===== config.mk =====
export PLATFORM = sky130hd
export DESIGN_NAME = iwd_top
export DESIGN_NICKNAME = d
export VERILOG_FILES = /design/src/logic/iwd_prescaler.v /design/src/logic/iwd_window.v /design/src/logic/iwd_top.v
export VERILOG_INCLUDE_DIRS = /design/src /design/src/logic
export SDC_FILE = /design/constraint.sdc
export NUM_CORES = 1
export LEC_CHECK = 0
export BUFFER_PORTS_ARGS = -buffer_cell sky130_fd_sc_hd__buf_2
export CORE_ASPECT_RATIO = 0.8
export CORE_MARGIN = 2
export CORE_UTILIZATION = 60
export CTS_CLUSTER_SIZE = 25
export DETAILED_ROUTE_END_ITERATION = 6
export PLACE_DENSITY = 0.86
export SLEW_MARGIN = 40
export SYNTH_ARGS = -nofsm -noshare
export SYNTH_HDL_FRONTEND = slang
export SYNTH_HIERARCHICAL = 1
export SYNTH_SLANG_ARGS = --single-unit

===== constraint.sdc =====
create_clock -name clk -period 7.6 [get_ports clk]
set_input_delay 0.38 -clock clk [delete_from_list [all_inputs] [get_ports clk]]
set_output_delay 0.38 -clock clk [all_outputs]
set_load 0.05 [all_outputs]

===== src/logic/iwd_defs.vh =====
`ifndef IWD_DEFS_VH
`define IWD_DEFS_VH

// ----------------------------------------------------------------------
// Register byte offsets
// ----------------------------------------------------------------------
`define IWD_OFS_REFRESH   5'h00
`define IWD_OFS_STATUS    5'h04
`define IWD_OFS_CTRL      5'h08
`define IWD_OFS_RSEL      5'h0C
`define IWD_OFS_CSTP      5'h10
`define IWD_OFS_NMIEN     5'h14
`define IWD_OFS_ISTS      5'h18
`define IWD_OFS_IMSK      5'h1C

// ----------------------------------------------------------------------
// Fields and reset values
// ----------------------------------------------------------------------
`define IWD_CR_TIMEOUT_SELECT       1:0
`define IWD_CR_CKS        7:4
`define IWD_CR_WINDOW_END_SELECT       9:8
`define IWD_CR_WINDOW_START_SELECT       13:12
`define IWD_CR_MASK       16'h33F3
`define IWD_CR_RST        16'h3303
`define IWD_SEL_BIT       7
`define IWD_RSEL_RST      1'b0
`define IWD_CSTP_RST      1'b0
`define IWD_NMIEN_RST     1'b0
`define IWD_OPT_STRT      1
`define IWD_OPT_TIMEOUT_SELECT      3:2
`define IWD_OPT_CKS       7:4
`define IWD_OPT_WINDOW_END_SELECT      9:8
`define IWD_OPT_WINDOW_START_SELECT      11:10
`define IWD_OPT_RSTIRQ    14
`define IWD_OPT_LOW_POWER_COUNT_STOP    15
`define IWD_SR_CNT        13:0
`define IWD_SR_RUN        14
`define IWD_IRQ_UF        0
`define IWD_IRQ_RE        1

// ----------------------------------------------------------------------
// Reload values, prescale codes, refresh bytes
// ----------------------------------------------------------------------
`define IWD_RELOAD_0      14'h03FF
`define IWD_RELOAD_1      14'h0FFF
`define IWD_RELOAD_2      14'h1FFF
`define IWD_RELOAD_3      14'h3FFF
`define IWD_CKS_DIV1      4'h0
`define IWD_CKS_DIV16     4'h2
`define IWD_CKS_DIV32     4'h3
`define IWD_CKS_DIV64     4'h4
`define IWD_CKS_DIV128    4'hF
`define IWD_CKS_DIV256    4'h5
`define IWD_REF_FIRST     8'h00
`define IWD_REF_SECOND    8'hFF
`endif


===== src/logic/iwd_prescaler.v =====
`timescale 1ns/1ns
`include "iwd_defs.vh"
module iwd_prescaler (
    // Clock and reset
    input  wire       clk,
    input  wire       rstn,
    // Dedicated count clock and control
    input  wire       dclk,
    input  wire [3:0] prescale_select,
    input  wire       enable,
    input  wire       restart,
    // Prescaled tick
    output reg        tick
);
    reg       dclk_prev_r;
    reg [7:0] div_cnt_r;

    function [7:0] div_last;
        input [3:0] c;
        begin
            case (c)
                `IWD_CKS_DIV16:  div_last = 8'h0F;
                `IWD_CKS_DIV32:  div_last = 8'h1F;
                `IWD_CKS_DIV64:  div_last = 8'h3F;
                `IWD_CKS_DIV128: div_last = 8'h7F;
                `IWD_CKS_DIV256: div_last = 8'hFF;
                default:         div_last = 8'h00;
            endcase
        end
    endfunction

    // The dedicated clock is sampled as a level; each rising edge is one count.
    wire dclk_rise = dclk & ~dclk_prev_r;

    always @(posedge clk) begin
        if (!rstn) begin
            dclk_prev_r <= 1'b0;
            div_cnt_r   <= 8'h00;
            tick        <= 1'b0;
        end else begin
            dclk_prev_r <= dclk;
            tick        <= 1'b0;
            if (restart) begin
                div_cnt_r <= 8'h00;
            end else if (enable && dclk_rise) begin
                if (div_cnt_r >= div_last(prescale_select)) begin
                    div_cnt_r <= 8'h00;
                    tick      <= 1'b1;
                end else begin
                    div_cnt_r <= div_cnt_r + 8'h01;
                end
            end
        end
    end
endmodule // iwd_prescaler


===== src/logic/iwd_window.v =====
`timescale 1ns/1ns
`include "iwd_defs.vh"
module iwd_window (
    // Counter and settings
    input  wire [13:0] cnt,
    input  wire [1:0]  timeout_select,
    input  wire [1:0]  window_start_select,
    input  wire [1:0]  window_end_select,
    // Results
    output reg  [13:0] reload,
    output wire        permitted
);
    function [14:0] bound;
        input [14:0] p;
        input [2:0]  q;
        begin
            case (q)
                3'd0:    bound = 15'h0000;
                3'd1:    bound = p >> 2;
                3'd2:    bound = p >> 1;
                3'd3:    bound = (p >> 1) + (p >> 2);
                default: bound = p;
            endcase
        end
    endfunction

    always @* begin
        case (timeout_select)
            2'b00:   reload = `IWD_RELOAD_0;
            2'b01:   reload = `IWD_RELOAD_1;
            2'b10:   reload = `IWD_RELOAD_2;
            default: reload = `IWD_RELOAD_3;
        endcase
    end

    // Start codes give 25/50/75/100 percent, end codes 75/50/25/0 percent.
    wire [14:0] period = {1'b0, reload} + 15'h0001;
    wire [2:0]  q_s    = {1'b0, window_start_select} + 3'd1;
    wire [2:0]  q_e    = 3'd3 - {1'b0, window_end_select};
    wire [14:0] c15    = {1'b0, cnt};

    assign permitted = (c15 < bound(period, q_s)) &&
                       (c15 >= bound(period, q_e));
endmodule // iwd_window


===== src/logic/iwd_top.v =====
`timescale 1ns/1ns
`include "iwd_defs.vh"
module iwd_top (
    // Clock and reset
    input  wire        clk,
    input  wire        rstn,

    // Avalon-MM slave
    input  wire [4:0]  avs_address,
    input  wire        avs_read,
    input  wire        avs_write,
    input  wire [31:0] avs_writedata,
    input  wire [3:0]  avs_byteenable,
    output reg  [31:0] avs_readdata,
    output reg         avs_waitrequest,

    // Dedicated count clock and option memory
    input  wire        watchdog_dedicated_clock,
    input  wire [15:0] option_word_zero,

    // Low power state of the chip
    input  wire        low_power_mode,

    // Reset generator and interrupt controller
    output reg         wdt_reset_req,
    output reg         wdt_nmi_req,
    output reg         watchdog_maskable_irq,
    output reg         count_stop_ctrl,

    // Event link
    output reg         evt_underflow,
    output reg         evt_refresh_err,

    // Status interrupt
    output reg         irq
);

    // ------------------------------------------------------------------
    // State
    // ------------------------------------------------------------------
    reg        init_r;
    reg        start_r;
    reg        auto_mode_r;
    reg [15:0] opt_r;

    reg [15:0] ctl_r;
    reg        rsel_r;
    reg        cstp_r;
    reg        nmien_r;
    reg [1:0]  sts_r;
    reg [1:0]  msk_r;

    reg [3:0]  act_cks_r;
    reg [1:0]  act_timeout_select_r;
    reg [1:0]  act_window_start_select_r;
    reg [1:0]  act_window_end_select_r;

    reg [13:0] cnt_r;
    reg        run_r;
    reg        armed_r;

    reg [31:0] rd_mux;

    wire        tick;
    wire [13:0] reload;
    wire        permitted;

    // ------------------------------------------------------------------
    // Helpers
    // ------------------------------------------------------------------
    function [15:0] be_merge16;
        input [15:0] old;
        input [15:0] nw;
        input [1:0]  be;
        begin
            be_merge16[7:0]  = be[0] ? nw[7:0]  : old[7:0];
            be_merge16[15:8] = be[1] ? nw[15:8] : old[15:8];
        end
    endfunction

    // ------------------------------------------------------------------
    // Bus decode
    // ------------------------------------------------------------------
    // One wait state: the access happens at the edge where
    // waitrequest is seen low, and read data already stands then.
    wire req = avs_read | avs_write;
    wire acc = req & ~avs_waitrequest;
    wire wr  = avs_write & acc;

    wire hit_refresh = (avs_address == `IWD_OFS_REFRESH);
    wire hit_status  = (avs_address == `IWD_OFS_STATUS);
    wire hit_ctrl    = (avs_address == `IWD_OFS_CTRL);
    wire hit_rsel    = (avs_address == `IWD_OFS_RSEL);
    wire hit_cstp    = (avs_address == `IWD_OFS_CSTP);
    wire hit_nmien   = (avs_address == `IWD_OFS_NMIEN);
    wire hit_ists    = (avs_address == `IWD_OFS_ISTS);
    wire hit_imsk    = (avs_address == `IWD_OFS_IMSK);

    wire       b0      = avs_byteenable[0];
    wire [7:0] rr_data = avs_writedata[7:0];
    wire       rr_wr   = wr & hit_refresh & b0;

    // ------------------------------------------------------------------
    // Effective settings
    // ------------------------------------------------------------------
    // Automatic mode follows the option word; register mode the
    // registers, so both paths end in the same selects.
    wire rsel_eff = auto_mode_r ? opt_r[`IWD_OPT_RSTIRQ] : rsel_r;
    wire stop_eff = auto_mode_r ? opt_r[`IWD_OPT_LOW_POWER_COUNT_STOP] : cstp_r;

    wire halt = stop_eff & low_power_mode;

    // ------------------------------------------------------------------
    // Refresh, window and timeout sources
    // ------------------------------------------------------------------
    wire refresh   = rr_wr & armed_r & (rr_data == `IWD_REF_SECOND);
    wire valid_ref = refresh & (~run_r | permitted);
    wire bad_ref   = refresh & run_r & ~permitted;
    wire at_zero   = (cnt_r == 14'h0000);
    wire uf        = run_r & tick & ~halt & at_zero & ~refresh;
    wire timeout   = uf | bad_ref;

    wire [1:0] sts_set = {bad_ref, uf};
    wire [1:0] sts_clr = (wr & hit_ists & b0) ? avs_writedata[1:0] : 2'b00;

    // ------------------------------------------------------------------
    // Prescaler and window
    // ------------------------------------------------------------------
    iwd_prescaler u_presc (
        .clk     (clk),
        .rstn    (rstn),
        .dclk    (watchdog_dedicated_clock),
        .prescale_select     (act_cks_r),
        .enable  (run_r & ~halt),
        .restart (valid_ref | start_r),
        .tick    (tick)
    );

    iwd_window u_win (
        .cnt       (cnt_r),
        .timeout_select      (act_timeout_select_r),
        .window_start_select      (act_window_start_select_r),
        .window_end_select      (act_window_end_select_r),
        .reload    (reload),
        .permitted (permitted)
    );

    // ------------------------------------------------------------------
    // Read multiplexer
    // ------------------------------------------------------------------
    always @* begin
        rd_mux = 32'h0000_0000;
        if (hit_status) begin
            rd_mux[`IWD_SR_CNT] = cnt_r;
            rd_mux[`IWD_SR_RUN] = run_r;
        end else if (hit_ctrl) begin
            rd_mux[15:0] = ctl_r;
        end else if (hit_rsel) begin
            rd_mux[`IWD_SEL_BIT] = rsel_r;
        end else if (hit_cstp) begin
            rd_mux[`IWD_SEL_BIT] = cstp_r;
        end else if (hit_nmien) begin
            rd_mux[0] = nmien_r;
        end else if (hit_ists) begin
            rd_mux[1:0] = sts_r;
        end else if (hit_imsk) begin
            rd_mux[1:0] = msk_r;
        end
    end

    // ------------------------------------------------------------------
    // Bus handshake
    // ------------------------------------------------------------------
    always @(posedge clk) begin
        if (!rstn) begin
            avs_waitrequest <= 1'b1;
            avs_readdata    <= 32'h0000_0000;
        end else if (req && avs_waitrequest) begin
            avs_waitrequest <= 1'b0;
            // Read data stand until the next read answer; writes leave them alone.
            if (avs_read) begin
                avs_readdata <= rd_mux;
            end
        end else begin
            avs_waitrequest <= 1'b1;
        end
    end

    // ------------------------------------------------------------------
    // Software registers
    // ------------------------------------------------------------------
    always @(posedge clk) begin
        if (!rstn) begin
            ctl_r   <= `IWD_CR_RST;
            rsel_r  <= `IWD_RSEL_RST;
            cstp_r  <= `IWD_CSTP_RST;
            nmien_r <= `IWD_NMIEN_RST;
            msk_r   <= 2'b00;
            armed_r <= 1'b0;
        end else begin
            if (wr && hit_ctrl) begin
                ctl_r <= be_merge16(ctl_r, avs_writedata[15:0],
                                    avs_byteenable[1:0]) & `IWD_CR_MASK;
            end
            if (wr && hit_rsel && b0) begin
                rsel_r <= avs_writedata[`IWD_SEL_BIT];
            end
            if (wr && hit_cstp && b0) begin
                cstp_r <= avs_writedata[`IWD_SEL_BIT];
            end
            if (wr && hit_nmien && b0) begin
                nmien_r <= avs_writedata[0];
            end
            if (wr && hit_imsk && b0) begin
                msk_r <= avs_writedata[1:0];
            end
            // Any refresh-register write with byte 0 enabled, other than the opening byte, breaks the pair.
            if (rr_wr) begin
                armed_r <= (rr_data == `IWD_REF_FIRST);
            end
        end
    end

    // ------------------------------------------------------------------
    // Option capture and active settings
    // ------------------------------------------------------------------
    // The option word is caught one cycle after release, never inside
    // the reset branch, so it is a clean strap sample.
    always @(posedge clk) begin
        if (!rstn) begin
            init_r      <= 1'b1;
            start_r     <= 1'b0;
            auto_mode_r <= 1'b0;
            opt_r       <= 16'h0000;
            act_cks_r   <= ctl_r_rst_cks(1'b0);
            act_timeout_select_r  <= 2'b11;
            act_window_start_select_r  <= 2'b11;
            act_window_end_select_r  <= 2'b11;
        end else begin
            init_r  <= 1'b0;
            start_r <= 1'b0;
            if (init_r) begin
                opt_r       <= option_word_zero;
                auto_mode_r <= ~option_word_zero[`IWD_OPT_STRT];
                if (!option_word_zero[`IWD_OPT_STRT]) begin
                    act_cks_r  <= option_word_zero[`IWD_OPT_CKS];
                    act_timeout_select_r <= option_word_zero[`IWD_OPT_TIMEOUT_SELECT];
                    act_window_start_select_r <= option_word_zero[`IWD_OPT_WINDOW_START_SELECT];
                    act_window_end_select_r <= option_word_zero[`IWD_OPT_WINDOW_END_SELECT];
                    start_r    <= 1'b1;
                end
            end else if (valid_ref && !auto_mode_r) begin
                act_cks_r  <= ctl_r[`IWD_CR_CKS];
                act_timeout_select_r <= ctl_r[`IWD_CR_TIMEOUT_SELECT];
                act_window_start_select_r <= ctl_r[`IWD_CR_WINDOW_START_SELECT];
                act_window_end_select_r <= ctl_r[`IWD_CR_WINDOW_END_SELECT];
            end
        end
    end

    function [3:0] ctl_r_rst_cks;
        input dummy;
        reg [15:0] v;
        begin
            v             = `IWD_CR_RST;
            ctl_r_rst_cks = v[`IWD_CR_CKS];
        end
    endfunction

    // ------------------------------------------------------------------
    // Down-counter
    // ------------------------------------------------------------------
    // The reload of a register-mode refresh uses the previous timeout
    // size for one cycle; the counter is reloaded again right after,
    // once the new timeout field is active.
    reg reload_pend_r;

    always @(posedge clk) begin
        if (!rstn) begin
            cnt_r         <= `IWD_RELOAD_3;
            run_r         <= 1'b0;
            reload_pend_r <= 1'b0;
        end else begin
            reload_pend_r <= 1'b0;
            if (start_r || reload_pend_r) begin
                cnt_r <= reload;
                run_r <= 1'b1;
            end else if (valid_ref) begin
                cnt_r         <= reload;
                run_r         <= 1'b1;
                reload_pend_r <= ~auto_mode_r;
            end else if (timeout) begin
                cnt_r <= reload;
                if (!auto_mode_r) begin
                    run_r <= 1'b0;
                end
            end else if (run_r && tick && !halt) begin
                cnt_r <= cnt_r - 14'h0001;
            end
        end
    end

    // ------------------------------------------------------------------
    // Timeout outputs, events and status interrupt
    // ------------------------------------------------------------------
    always @(posedge clk) begin
        if (!rstn) begin
            wdt_reset_req         <= 1'b0;
            wdt_nmi_req           <= 1'b0;
            watchdog_maskable_irq <= 1'b0;
            count_stop_ctrl       <= 1'b0;
            evt_underflow         <= 1'b0;
            evt_refresh_err       <= 1'b0;
            sts_r                 <= 2'b00;
            irq                   <= 1'b0;
        end else begin
            wdt_reset_req         <= timeout & rsel_eff;
            wdt_nmi_req           <= timeout & ~rsel_eff & nmien_r;
            watchdog_maskable_irq <= timeout & ~rsel_eff & ~nmien_r;
            count_stop_ctrl       <= stop_eff;
            evt_underflow         <= uf;
            evt_refresh_err       <= bad_ref;
            // A new event wins over a clear in the same cycle.
            sts_r <= (sts_r & ~sts_clr) | sts_set;
            irq   <= |(sts_r & msk_r);
        end
    end

endmodule // iwd_top


==> flow_summary_export.csv <==
group,metric,value,unit
run_status,status,"finished clean",
synthesis,synth_cells,568,
timing,fin_worst_skew,0.0105,ns
place,post-dp-hpwl,8460,µm
route,drt_iter0_markers,294,
route,firstDrtPassIters,5,
synthesis,synth_cell_types,68,
pwr,p_per_area,183,mW/mm²
synthesis,synth_seq_cells,82,
synthesis,synthSimpleGateAreaFrac,0.215,
floorplan,rows,29,
synthesis,synth_area_per_cell,8.72,µm²
synthesis,syn_area,0.00495,mm²
pwr,power.leakage,2.34,nW
synthesis,synth_edf_count,0,
route,vias_per_cell,6.09,
worst_setup_path,cp.arrival,4.00,ns
finish,drive_above_1_share,0.185,
finish,multi_input_area,0.00293,mm²
route,drt-total-wl,11800,µm
route,drc_errors,0,
grt,antenna_found_initial,0,
clock_network,cts_max_path_buffers,2,
clock_network,cts_sinks,82,
route,routedWlPerCell,16.6,µm
timing,rsz0062_at_grt,"no",
finish,fillCellCount,667,
floorplan,fp.dieW,106,µm
clock_network,clk_pin_slew_worst_paths,0.08,ns
clock_network,cts_post_setup_buffers_inserted,0,
grt,grt.overflow.total,0,
timing,hold_viol,0,
synthesis,synthMuxAreaShare,0.0715,
synthesis,synth_top_family_by_area,"simple AND/OR/NAND/NOR gates",
floorplan,dieArea,0.00900,mm²
clock_network,clock_latency,0.36,ns
floorplan,fp.coreArea,0.00798,mm²
clock_network,cts_hold_buf,0,
timing,max_slew.worst_pin.slew,0.883,ns
synthesis,synth_adder_area_share,0.0733,
finish,final_cells,714,
clock_network,cts_tree,"built",
synthesis,synth_xor_area_frac,0.0194,
finish,diodes,0,
synthesis,ys_async_sr_fraction,0,
place,routabilityCongestion,0.899,
clock_network,htree_levels,3,
route,vias,4346,
timing,slew_violations,0,
clock_network,cts_resized,0,
finish,seq_area,0.00164,mm²
finish,syn_to_final_growth,8.26,%
place,dp_cells,699,
timing,slew_headroom,0.411,
route,postRouteAntennaNets,0,
timing,hold_slack,0.239,ns
timing,fin_crit_sh,0.494,
finish,design_area,0.00536,mm²
grt,grt_pass1_wl,19600,µm
grt,grt_max_degree,45,
clock_network,cts_buffers,9,
floorplan,die_h,85.3,µm
clock_network,root_buffer,"clkbuf_8",
worst_setup_path,required,7.85,ns
place,io_buffers,60,
floorplan,io_pins,103,
grt,track_usage,0.270,
grt,grt_pass1_vias,4219,
synthesis,synth_seq_area_share,0.331,
pwr,ir_drop,0.111,mV
synthesis,synth-main-ff-cell,"dfxtp_1",
floorplan,initial_core_util,0.621,
finish,nets,694,
worst_setup_path,crit_fanout,14,
worst_setup_path,critPathLaunchType,"flip-flop",
worst_setup_path,endpoint_kind,"flip-flop",
synthesis,synth_compound_area_frac,0.190,
timing,setup_viol,0,
timing,period_minus_slack,3.75,ns
timing,fin_tns_setup,0,ns
worst_hold_path,hp-class,"in2reg",
job,drv_cap,0,
timing,fmax,0.267,GHz
worst_setup_path,critPathKind,"reg2reg",
place,place_area,0.00511,mm²
synthesis,yosysWarnings,6,
==> where the power goes <==
group          internal (W)  switching (W)
logic             0.0000501      0.0000966
clock network      0.000217       0.000158
registers          0.000443      0.0000191
==> per-stage QoR <==
step,power (W),worst slack [ns],util
detailed placement,0.000615,3.91,0.641
floorplan,0.000589,4.44,-
CTS,0.000985,3.85,0.670
finish,0.000983,3.85,0.672
global route,0.00102,3.62,0.672
global placement,0.000609,4.02,0.641
==> kinds of logic after synthesis <==
group           Yosys count
mux                      33
buf+inv                  91
flops                    82
compound gates          120
simple gates            200
other cells               2
fa+ha+maj                29
xor+xnor                 11
==> critical path: stages, from the launching register on <==
cell     delay, ns
dfxtp_1       0.42
inv_1         0.11
ha_1          0.34
mux2_2        0.35
mux4_2        0.45
inv_1         0.07
ha_1          0.23
nand2_1       0.06
a21oi_1       0.04
a211o_1       0.30
a31oi_1       0.24
nor2b_1       0.14
inv_1         0.11
and4_1        0.47
o21ai_0       0.16
o311a_1       0.15
==> layout make-up <==
class	count	area share
multi-input combinational	420	0.547
sequential	82	0.306
timing repair buffer	62	0.0593
tap	108	0.0252
clock buffer	10	0.0238
clock inverter	5	0.0194
inverter	27	0.0189
==> worst paths after layout <==
| kind | to | slack [ns] | depth (start not counted) | startpoint |
|---|---|---|---|---|
| min reg2reg | armed_r | 0.46 | 2 | armed_r |
| max reg2reg | act_cks_r[0] | 3.85 | 15 | act_timeout_select_r[0] |
| max | act_cks_r[0] | 3.85 | 15 | act_timeout_select_r[0] |
| min | ctl_r[12] | 0.24 | 3 | avs_writedata[12] |
==> flip-flops by register name, indices dropped and copies added (netlist names), 2 cells and up <==
signal and cells:
sts_r 2, act_cks_r 4, cnt_r 14, act_window_start_select_r 2
ctl_r 10, act_timeout_select_r 2, opt_r 2, act_window_end_select_r 2
avs_readdata 15, u_presc/div_cnt_r 8, msk_r 2
==> cells in the final DEF, fill, tap and decap left out, drive strengths merged, types with 6 or more instances in the layout <==
master	count
o221ai	11
conb	27
buf	62
nor2	42
xnor2	7
nand3	25
a221oi	16
nand2	42
dfxtp	82
clkbuf	10
ha	29
nand4	10
mux2i	26
nor3	21
a211oi	9
inv	27
mux2	6
nor2b	13
o21ai	23
a21oi	24
==> metal layers <==
layer  vias to the layer above  share of wire  GRT usage
met3                        35          0.067     0.0607
li1                       2085              -          -
met1                      2057           0.43      0.350
met2                       169           0.47      0.435
met5                         -              0          0
met4                         0          0.031      0.118
==> cell usage after synthesis (all sizes together) (2+ instances only) <==
cell	instances	area share
nand3	25	0.025
and3	3	0.0038
xnor2	7	0.012
buf	46	0.063
nor2b	13	0.016
clkbuf	18	0.014
and4b	4	0.0081
o21a	2	0.0030
a211oi	9	0.014
or2b	3	0.0045
and4	4	0.0071
xor2	4	0.0071
nor4b	4	0.0071
a21o	2	0.0030
ha	29	0.073
nand4	10	0.013
o221ai	11	0.032
a22oi	4	0.0061
or2	4	0.0051
a311oi	2	0.0035
mux2	6	0.014
o211ai	4	0.0061
a221oi	16	0.030
a32oi	4	0.0071
a31oi	4	0.0051
and2	5	0.0063
a21oi	24	0.024
nor4	5	0.0063
conb	2	0.0015
nand2	42	0.032
nand4b	4	0.0071
o311ai	2	0.0035
nand2b	4	0.0066
nor3	21	0.022
nor2	42	0.032
o21ai	23	0.023
a211o	2	0.0035
o311a	4	0.0081
mux2i	26	0.053
inv	27	0.020
dfxtp	82	0.33
Power figures use the tool's default switching activity.
